$ cat src/hw/tvs_pkg.sv
/*
 * Shared constants for the four-slot serial voice link: frame layout,
 * clock rates and reset values.
 * Assumes a single system clock on both ends of the link.
 */
package tvs_pkg;
    localparam int          SLOTS      = 4;
    localparam int          SLOT_BITS  = 16;
    localparam int          FRAME_BITS = SLOTS * SLOT_BITS;
    localparam int          CNT_W      = $clog2(FRAME_BITS);
    localparam int          SLOT_W     = $clog2(SLOTS);
    localparam int          CLK_HZ     = 25_000_000;
    localparam int          BCLK_HZ    = 512_000;
    localparam int          FS_HZ      = 8_000;
    localparam int          ACC_W      = 26;
    localparam logic [ACC_W-1:0] ACC_MOD  = ACC_W'(CLK_HZ);
    localparam logic [ACC_W-1:0] ACC_STEP = ACC_W'(2 * BCLK_HZ);
    localparam logic [CNT_W-1:0] BIT_LAST = CNT_W'(FRAME_BITS - 1);
    localparam logic [CNT_W-1:0] BIT_IDLE = CNT_W'(FRAME_BITS - 2);
    localparam logic [3:0]       WORD_END = 4'(SLOT_BITS - 1);
    localparam logic [ACC_W-1:0] ACC_RST  = 26'h0000000;
endpackage : tvs_pkg

$ cat src/hw/tvs_link_if.sv
/*
 * The four link wires between the timing master and the DSP.
 * Assumes the bench instantiates it once and joins both ends to it.
 */
`timescale 1ns/1ps
`default_nettype none
interface tvs_link_if;
    logic bclk;
    logic fsync;
    logic sdo_master;
    logic sdo_dsp;
    modport master (output bclk, output fsync, output sdo_master, input sdo_dsp);
    modport dsp    (input bclk, input fsync, input sdo_master, output sdo_dsp);
endinterface : tvs_link_if
`default_nettype wire

$ cat src/hw/tvs_master.sv
/*
 * Timing-master end of the serial voice port: makes the bit clock and
 * frame sync, shifts a 64-bit frame out and collects one in.
 * Assumes the partner is a timing slave and the data input is asynchronous.
 */
// Operation
// Master drives the frame sync output
// Master drives the bit clock output
// Receive sample bits on serial input
// Shift sample bits onto serial output
// Both directions run together every frame
// Four slots per frame, both directions
// Sixteen bits per slot, 64 per frame
// Frame sync repeats at eight kilohertz
// Bit clock runs at 512 kilohertz
// DSP is slave, never drives clocks
// Sync one bit before slot zero; MSB first
// Drive on rising edge, sample on falling
`timescale 1ns/1ps
`default_nettype none
module tvs_master (
    input  wire logic                             clk,
    input  wire logic                             reset_n,
    input  wire logic                             enable,
    input  wire logic [tvs_pkg::FRAME_BITS-1:0]   tx_frame,
    output var  logic                             tx_frame_taken,
    output var  logic [tvs_pkg::FRAME_BITS-1:0]   rx_frame,
    output var  logic                             rx_frame_valid,
    output var  logic [tvs_pkg::SLOT_BITS-1:0]    rx_word,
    output var  logic [tvs_pkg::SLOT_W-1:0]       rx_word_slot,
    output var  logic                             rx_word_valid,
    output var  logic                             active,
    tvs_link_if.master                            link
);
    logic [tvs_pkg::ACC_W-1:0]      acc_q;
    logic [tvs_pkg::ACC_W-1:0]      acc_d;
    logic [tvs_pkg::ACC_W:0]        acc_sum;
    logic                           tick;
    logic                           rise;
    logic                           fall;
    logic                           bclk_q;
    logic                           bclk_d;
    logic                           fs_q;
    logic                           fs_d;
    logic                           sdo_q;
    logic                           sdo_d;
    logic [tvs_pkg::CNT_W-1:0]      bit_q;
    logic [tvs_pkg::CNT_W-1:0]      bit_d;
    logic [tvs_pkg::CNT_W-1:0]      bit_nxt;
    logic [tvs_pkg::FRAME_BITS-1:0] tx_sh_q;
    logic [tvs_pkg::FRAME_BITS-1:0] tx_sh_d;
    logic [tvs_pkg::FRAME_BITS-1:0] rx_sh_q;
    logic [tvs_pkg::FRAME_BITS-1:0] rx_sh_d;
    logic [tvs_pkg::FRAME_BITS-1:0] rx_frame_q;
    logic [tvs_pkg::FRAME_BITS-1:0] rx_frame_d;
    logic                           rx_fv_q;
    logic                           rx_fv_d;
    logic [tvs_pkg::SLOT_BITS-1:0]  rx_word_q;
    logic [tvs_pkg::SLOT_BITS-1:0]  rx_word_d;
    logic [tvs_pkg::SLOT_W-1:0]     rx_slot_q;
    logic [tvs_pkg::SLOT_W-1:0]     rx_slot_d;
    logic                           rx_wv_q;
    logic                           rx_wv_d;
    logic                           taken_q;
    logic                           taken_d;
    logic                           live_q;
    logic                           live_d;
    logic                           active_q;
    logic                           active_d;
    logic                           sdi_s1_q;
    logic                           sdi_s2_q;

    // Phase accumulator keeps the bit clock at its exact average rate;
    // a plain divider from 25 MHz cannot hit it, so edges jitter by one clk.
    // Disabling clears the phase so every start has the same first half period.
    always_comb begin
        acc_sum = {1'b0, acc_q} + {1'b0, tvs_pkg::ACC_STEP};
        tick    = 1'b0;
        acc_d   = acc_sum[tvs_pkg::ACC_W-1:0];
        if (acc_sum >= {1'b0, tvs_pkg::ACC_MOD}) begin
            acc_d = acc_sum[tvs_pkg::ACC_W-1:0] - tvs_pkg::ACC_MOD;
            tick  = 1'b1;
        end
        if (!enable) begin
            acc_d = tvs_pkg::ACC_RST;
            tick  = 1'b0;
        end
        rise = tick & ~bclk_q;
        fall = tick & bclk_q;
    end

    // Frame sequencer: bit counter, transmit shift and receive shift.
    // Receive waits for the first bit 0 so a start-up never yields a bogus frame.
    always_comb begin
        bclk_d     = enable ? (bclk_q ^ tick) : 1'b0;
        fs_d       = fs_q;
        sdo_d      = sdo_q;
        bit_d      = bit_q;
        bit_nxt    = bit_q + 1'b1;
        tx_sh_d    = tx_sh_q;
        rx_sh_d    = rx_sh_q;
        rx_frame_d = rx_frame_q;
        rx_fv_d    = 1'b0;
        rx_word_d  = rx_word_q;
        rx_slot_d  = rx_slot_q;
        rx_wv_d    = 1'b0;
        taken_d    = 1'b0;
        live_d     = live_q;
        active_d   = enable;
        if (!enable) begin
            fs_d   = 1'b0;
            sdo_d  = 1'b0;
            bit_d  = tvs_pkg::BIT_IDLE;
            live_d = 1'b0;
        end else if (rise) begin
            bit_d = bit_nxt;
            fs_d  = (bit_nxt == tvs_pkg::BIT_LAST);
            if (bit_nxt == '0) begin
                tx_sh_d = tx_frame;
                sdo_d   = tx_frame[tvs_pkg::FRAME_BITS-1];
                taken_d = 1'b1;
                live_d  = 1'b1;
            end else begin
                tx_sh_d = {tx_sh_q[tvs_pkg::FRAME_BITS-2:0], 1'b0};
                sdo_d   = tx_sh_q[tvs_pkg::FRAME_BITS-2];
            end
        // Sample mid-bit, long after the partner's data has settled
        end else if (fall && live_q) begin
            rx_sh_d = {rx_sh_q[tvs_pkg::FRAME_BITS-2:0], sdi_s2_q};
            if (bit_q[3:0] == tvs_pkg::WORD_END) begin
                rx_word_d = {rx_sh_q[tvs_pkg::SLOT_BITS-2:0], sdi_s2_q};
                rx_slot_d = bit_q[tvs_pkg::CNT_W-1:4];
                rx_wv_d   = 1'b1;
            end
            if (bit_q == tvs_pkg::BIT_LAST) begin
                rx_frame_d = {rx_sh_q[tvs_pkg::FRAME_BITS-2:0], sdi_s2_q};
                rx_fv_d    = 1'b1;
            end
        end
    end

    // Clock and frame state
    always_ff @(posedge clk) begin
        if (!reset_n) begin
            acc_q      <= tvs_pkg::ACC_RST;
            bclk_q     <= 1'b0;
            fs_q       <= 1'b0;
            sdo_q      <= 1'b0;
            bit_q      <= tvs_pkg::BIT_IDLE;
            tx_sh_q    <= '0;
            rx_sh_q    <= '0;
            rx_frame_q <= '0;
            rx_fv_q    <= 1'b0;
            rx_word_q  <= '0;
            rx_slot_q  <= '0;
            rx_wv_q    <= 1'b0;
            taken_q    <= 1'b0;
            live_q     <= 1'b0;
        end else begin
            acc_q      <= acc_d;
            bclk_q     <= bclk_d;
            fs_q       <= fs_d;
            sdo_q      <= sdo_d;
            bit_q      <= bit_d;
            tx_sh_q    <= tx_sh_d;
            rx_sh_q    <= rx_sh_d;
            rx_frame_q <= rx_frame_d;
            rx_fv_q    <= rx_fv_d;
            rx_word_q  <= rx_word_d;
            rx_slot_q  <= rx_slot_d;
            rx_wv_q    <= rx_wv_d;
            taken_q    <= taken_d;
            live_q     <= live_d;
        end
    end

    // Status flop; lags enable by one clk, as the link pins do when enable falls
    always_ff @(posedge clk) begin
        if (!reset_n) begin
            active_q <= 1'b0;
        end else begin
            active_q <= active_d;
        end
    end

    // Two-stage synchroniser: the partner's data is not timed by clk.
    // Only the second stage is read, so a metastable first stage never fans out.
    always_ff @(posedge clk) begin
        if (!reset_n) begin
            sdi_s1_q <= 1'b0;
            sdi_s2_q <= 1'b0;
        end else begin
            sdi_s1_q <= link.sdo_dsp;
            sdi_s2_q <= sdi_s1_q;
        end
    end

    // Link pins and user outputs come straight from flops
    assign link.bclk       = bclk_q;
    assign link.fsync      = fs_q;
    assign link.sdo_master = sdo_q;
    assign tx_frame_taken  = taken_q;
    assign rx_frame        = rx_frame_q;
    assign rx_frame_valid  = rx_fv_q;
    assign rx_word         = rx_word_q;
    assign rx_word_slot    = rx_slot_q;
    assign rx_word_valid   = rx_wv_q;
    assign active          = active_q;
endmodule : tvs_master
`default_nettype wire

$ cat src/flat_wrapper.sv
// flat-port wrapper written by rule: the top's interface ports become plain ports
module tvs_master_flat 
  (clk, reset_n, enable, tx_frame, tx_frame_taken, rx_frame, rx_frame_valid, rx_word, rx_word_slot, rx_word_valid, active, link_bclk, link_fsync, link_sdo_master, link_sdo_dsp);
  tvs_link_if link_i ();
  input  wire logic clk;
  input  wire logic reset_n;
  input  wire logic enable;
  input  wire logic [tvs_pkg::FRAME_BITS-1:0] tx_frame;
  output var  logic tx_frame_taken;
  output var  logic [tvs_pkg::FRAME_BITS-1:0] rx_frame;
  output var  logic rx_frame_valid;
  output var  logic [tvs_pkg::SLOT_BITS-1:0] rx_word;
  output var  logic [tvs_pkg::SLOT_W-1:0] rx_word_slot;
  output var  logic rx_word_valid;
  output var  logic active;
  output wire logic [$bits(link_i.bclk)-1:0] link_bclk;
  output wire logic [$bits(link_i.fsync)-1:0] link_fsync;
  output wire logic [$bits(link_i.sdo_master)-1:0] link_sdo_master;
  input wire logic [$bits(link_i.sdo_dsp)-1:0] link_sdo_dsp;
  assign link_bclk = link_i.bclk;
  assign link_fsync = link_i.fsync;
  assign link_sdo_master = link_i.sdo_master;
  assign link_i.sdo_dsp = link_sdo_dsp;
  tvs_master u_core (.clk(clk), .reset_n(reset_n), .enable(enable), .tx_frame(tx_frame), .tx_frame_taken(tx_frame_taken), .rx_frame(rx_frame), .rx_frame_valid(rx_frame_valid), .rx_word(rx_word), .rx_word_slot(rx_word_slot), .rx_word_valid(rx_word_valid), .active(active), .link(link_i));
endmodule
$ cat config.mk
export PLATFORM = sky130hd
export DESIGN_NAME = tvs_master_flat
export DESIGN_NICKNAME = d
export VERILOG_FILES = /design/src/hw/tvs_pkg.sv /design/src/hw/tvs_link_if.sv /design/src/hw/tvs_master.sv /design/src/flat_wrapper.sv
export SDC_FILE = /design/constraint.sdc
export NUM_CORES = 1
export LEC_CHECK = 0
export ABC_AREA = 0
export BUFFER_PORTS_ARGS = -buffer_cell sky130_fd_sc_hd__buf_4
export CAP_MARGIN = 5
export CORE_MARGIN = 4
export CORE_UTILIZATION = 34
export CTS_CLUSTER_DIAMETER = 100
export DETAILED_ROUTE_END_ITERATION = 6
export PLACE_DENSITY = 0.49
export SYNTH_ARGS = -nofsm -noshare
export SYNTH_HDL_FRONTEND = slang
export SYNTH_SLANG_ARGS = --single-unit
$ cat constraint.sdc
create_clock -name clk -period 10.3 [get_ports clk]
set_input_delay 0.515 -clock clk [delete_from_list [all_inputs] [get_ports clk]]
set_output_delay 0.515 -clock clk [all_outputs]
set_load 0.01 [all_outputs]
==> reports/metrics.cfg <==
[clock_tree]
clk_pin_slew_ns = 0.06
worst_skew_pair.late_latency_ns = 0.55
cts_max_level = 1
cts_resized = 0
cts_tree = done
clkSinkCount = 244
clk_path_buf_depth = 3
numCtsBuffers = 29
cts_setup_buffers = 0
cts_hold_buf = 0
cts_root_buffer = clkbuf_16

[pwr]
power_density_mw_per_mm2 = 162.8
power.total_uw = 2041
power.leakage_uw = 0.004741
vdd_drop_max_uv = 111.1

[logic_synthesis]
ys_warn_count = 0
synth-edff-count = 0
synth-adder-area-share_pct = 1.105
syn_avg_cell_area_um2 = 8.391
syn_inst = 1214
syn_nets = 1291
synth.cell_area_mm2 = 0.01019
synth_top_family_by_area = simple AND/OR/NAND/NOR gates
synth_xor_area_share_pct = 1.634
ys.flop_type = dfxtp_1
ys_seq_elements = 244
synth_simple_gate_area_share_pct = 20.45
ys_seq_area_share_pct = 47.95
ys_types = 58
synthMuxAreaShare_pct = 7.369
async_flop_share_pct = 0
synth_compound_area_share_pct = 17.31

[finish]
layout_commonest_cell = nand2_1
num-nets-final = 1395
diodes = 0
seq_area_mm2 = 0.004885
synthToLayoutAreaGrowth_pct = 23.04
drive_above_1_share_pct = 17.60
final_cell_mix = 323 x nand2_1, 244 x dfxtp_1, 167 x buf_4
nFillCells = 3017
multiInputGateArea_mm2 = 0.004905

[setup_path]
slowest_delay_ns = 0.67
path_cells = ha_1, or3b_1, a221o_1, o311a_1, o21ai_2, o21a_1, nor2b_1, ha_1, inv_2, and4_2, buf_4, nand2b_1, nor2_4, buf_4, nand2_1, a21oi_1
cpMaxStageDelayCell = o21ai_2
critPathKind = flip-flop to flip-flop
end_kind = flip-flop
path_max_fanout = 64
cp.arrival_ns = 6.38
path_buf_inv = 3
cp_num_cells = 16
cp-start-kind = flip-flop
critPathTopFamily = simple AND/OR/NAND/NOR gates
rr_worst_depth = 16
required_ns = 10.76

[global_routing]
grt_use_total_pct = 14.90
grt_overflow_total = 0
grt_pass1_wl_um = 41750
first_global_vias = 8027
antenna_found_initial = 0
grt_max_degree = 131

[floorplan]
die_area_mm2 = 0.03280
ioPinCount = 157
num_rows = 63
die_h_um = 181.1
initial_core_util_pct = 34.46
core-area_mm2 = 0.02956
die_w_um = 181.1

[routing]
viasPerCell = 4.899
drt_pre_antenna_iters = 5
drt_iter0_drc = 579
drc = 0
via_count = 8481
drt_wl_total_um = 25580
wl_per_cell_um = 14.78
ant_nets = 0

[placed_design]
hpwl_um = 16170
io_buffer_count = 156
place.gp.congestion = 0.7438

[sta]
worst_pin_slew_ns = 1.175
clock.fmax_mhz = 168.9
hold_viol = 0
report.final.slew_viol_count = 0
setup_tns_ns = 0
setup_violations = 0
slew-limit-headroom_pct = 21.66
period_needed_ns = 5.919
fin_worst_skew_ns = 0.02121
fin_crit_sh_pct = 57.47
rsz0062_at_grt = false

[min_path]
hold_path_depth = 2
hold_class = input port to flip-flop

[flow_run]
max_cap_viol_count = 0

[status]
status = completed

[cell type report]
| cell class | instances | area share [%] |
|---|---|---|
| Sequential cell | 244 | 38.97 |
| Multi-Input combinational cell | 866 | 39.13 |
| Clock buffer | 46 | 6.938 |
| Timing Repair Buffer | 167 | 10.00 |
| Inverter | 10 | 0.3394 |
| Tap cell | 390 | 3.893 |
| Clock inverter | 8 | 0.7287 |
[metrics by stage]
| step | hold WS [ns] | cell area, um^2 | utilization, % | std cells | setup slack [ns] |
|---|---|---|---|---|---|
| 2_1_floorplan | 0.4118 | 10190 | - | 1214 | 6.327 |
| 3_3_place_gp | 0.4301 | 11570 | 39.15 | 1677 | 4.444 |
| 3_5_place_dp | 0.4253 | 11570 | 39.15 | 1677 | 4.317 |
| 4_1_cts | 0.1426 | 12530 | 42.40 | 1731 | 4.285 |
| 5_1_grt | 0.1417 | 12530 | 42.40 | 1731 | 3.787 |
| 6_report | 0.1719 | 12530 | 42.40 | 1731 | 4.381 |
[registers in the layout, summed over array words and instances, names as in the netlist]
register / cells
u_core.rx_frame_valid: 1
u_core.sdi_s1_q: 1
u_core.rx_frame: 64
u_core.active: 1
u_core.tx_frame_taken: 1
u_core.rx_word: 16
u_core.rx_word_valid: 1
u_core.rx_word_slot: 2
u_core.bit_q: 6
u_core.live_q: 1
u_core.rx_sh_q: 63
u_core.link.sdo_master: 1
u_core.tx_sh_q: 63
u_core.link.bclk: 1
u_core.sdi_s2_q: 1
u_core.acc_q: 20
u_core.link.fsync: 1
[cell families after synthesis]
| kind of cell | Yosys count |
|---|---|
| AND/OR/NAND/NOR | 487 |
| adder cells (fa/ha/maj) | 9 |
| multiplexers | 75 |
| buffers and inverters | 104 |
| flip-flops | 244 |
| AO/OA/AOI/OAI | 276 |
| XOR/XNOR | 19 |
[report_power, final]
part           switching, uW  leakage [uW]  internal [uW]  total, uW
sequential              7.03       0.00197            947        954
combinational           43.7       0.00231           33.4       77.1
clock                    403      0.000468            606       1010
total                    454       0.00474           1590       2040
[synth_stat cells, types with 3 or more instances]
library cell    n  share of area, %
nand2_1       323                12
dfxtp_1       244                48
a21oi_1       159               7.8
mux2i_1        75               7.4
clkbuf_1       74               2.7
nor2_1         73               2.7
a211oi_1       65               4.8
nand4_1        17               1.0
buf_2          14              0.69
xnor2_1        13               1.1
nand2b_1       12              0.74
nand3_1        12              0.59
o21ai_0        10              0.49
ha_1            9               1.1
inv_1           8              0.29
nor3_1          8              0.39
o2bb2ai_2       8               1.2
xor2_1          6              0.52
and2_1          5              0.31
and3_1          5              0.31
or3_1           5              0.31
and4_1          4              0.34
nor2b_1         4              0.25
o211ai_1        4              0.29
o21ai_1         4              0.20
or4_1           4              0.29
buf_1           3              0.11
nor3_2          3              0.29
o22ai_1         3              0.18
o31ai_1         3              0.22
[routing by layer]
layer	GRT usage (%)	vias to the layer above	routed length, um
met1	20.15	3919	12060
met4	2.792	0	379
met3	4.027	28	1487
met2	24.23	142	11650
li1	-	4392	-
met5	0	-	0
[final timing paths]
path                                        from             endpoint  slack, ns
worst min register to register   u_core.sdi_s1_q      u_core.sdi_s2_q       0.44
worst min-delay path                link_sdo_dsp      u_core.sdi_s1_q       0.17
worst max-delay path            u_core.acc_q[13]  u_core.rx_frame[37]       4.38
worst max register to register  u_core.acc_q[13]  u_core.rx_frame[37]       4.38
No activity file was read; power rests on OpenSTA's default activity.
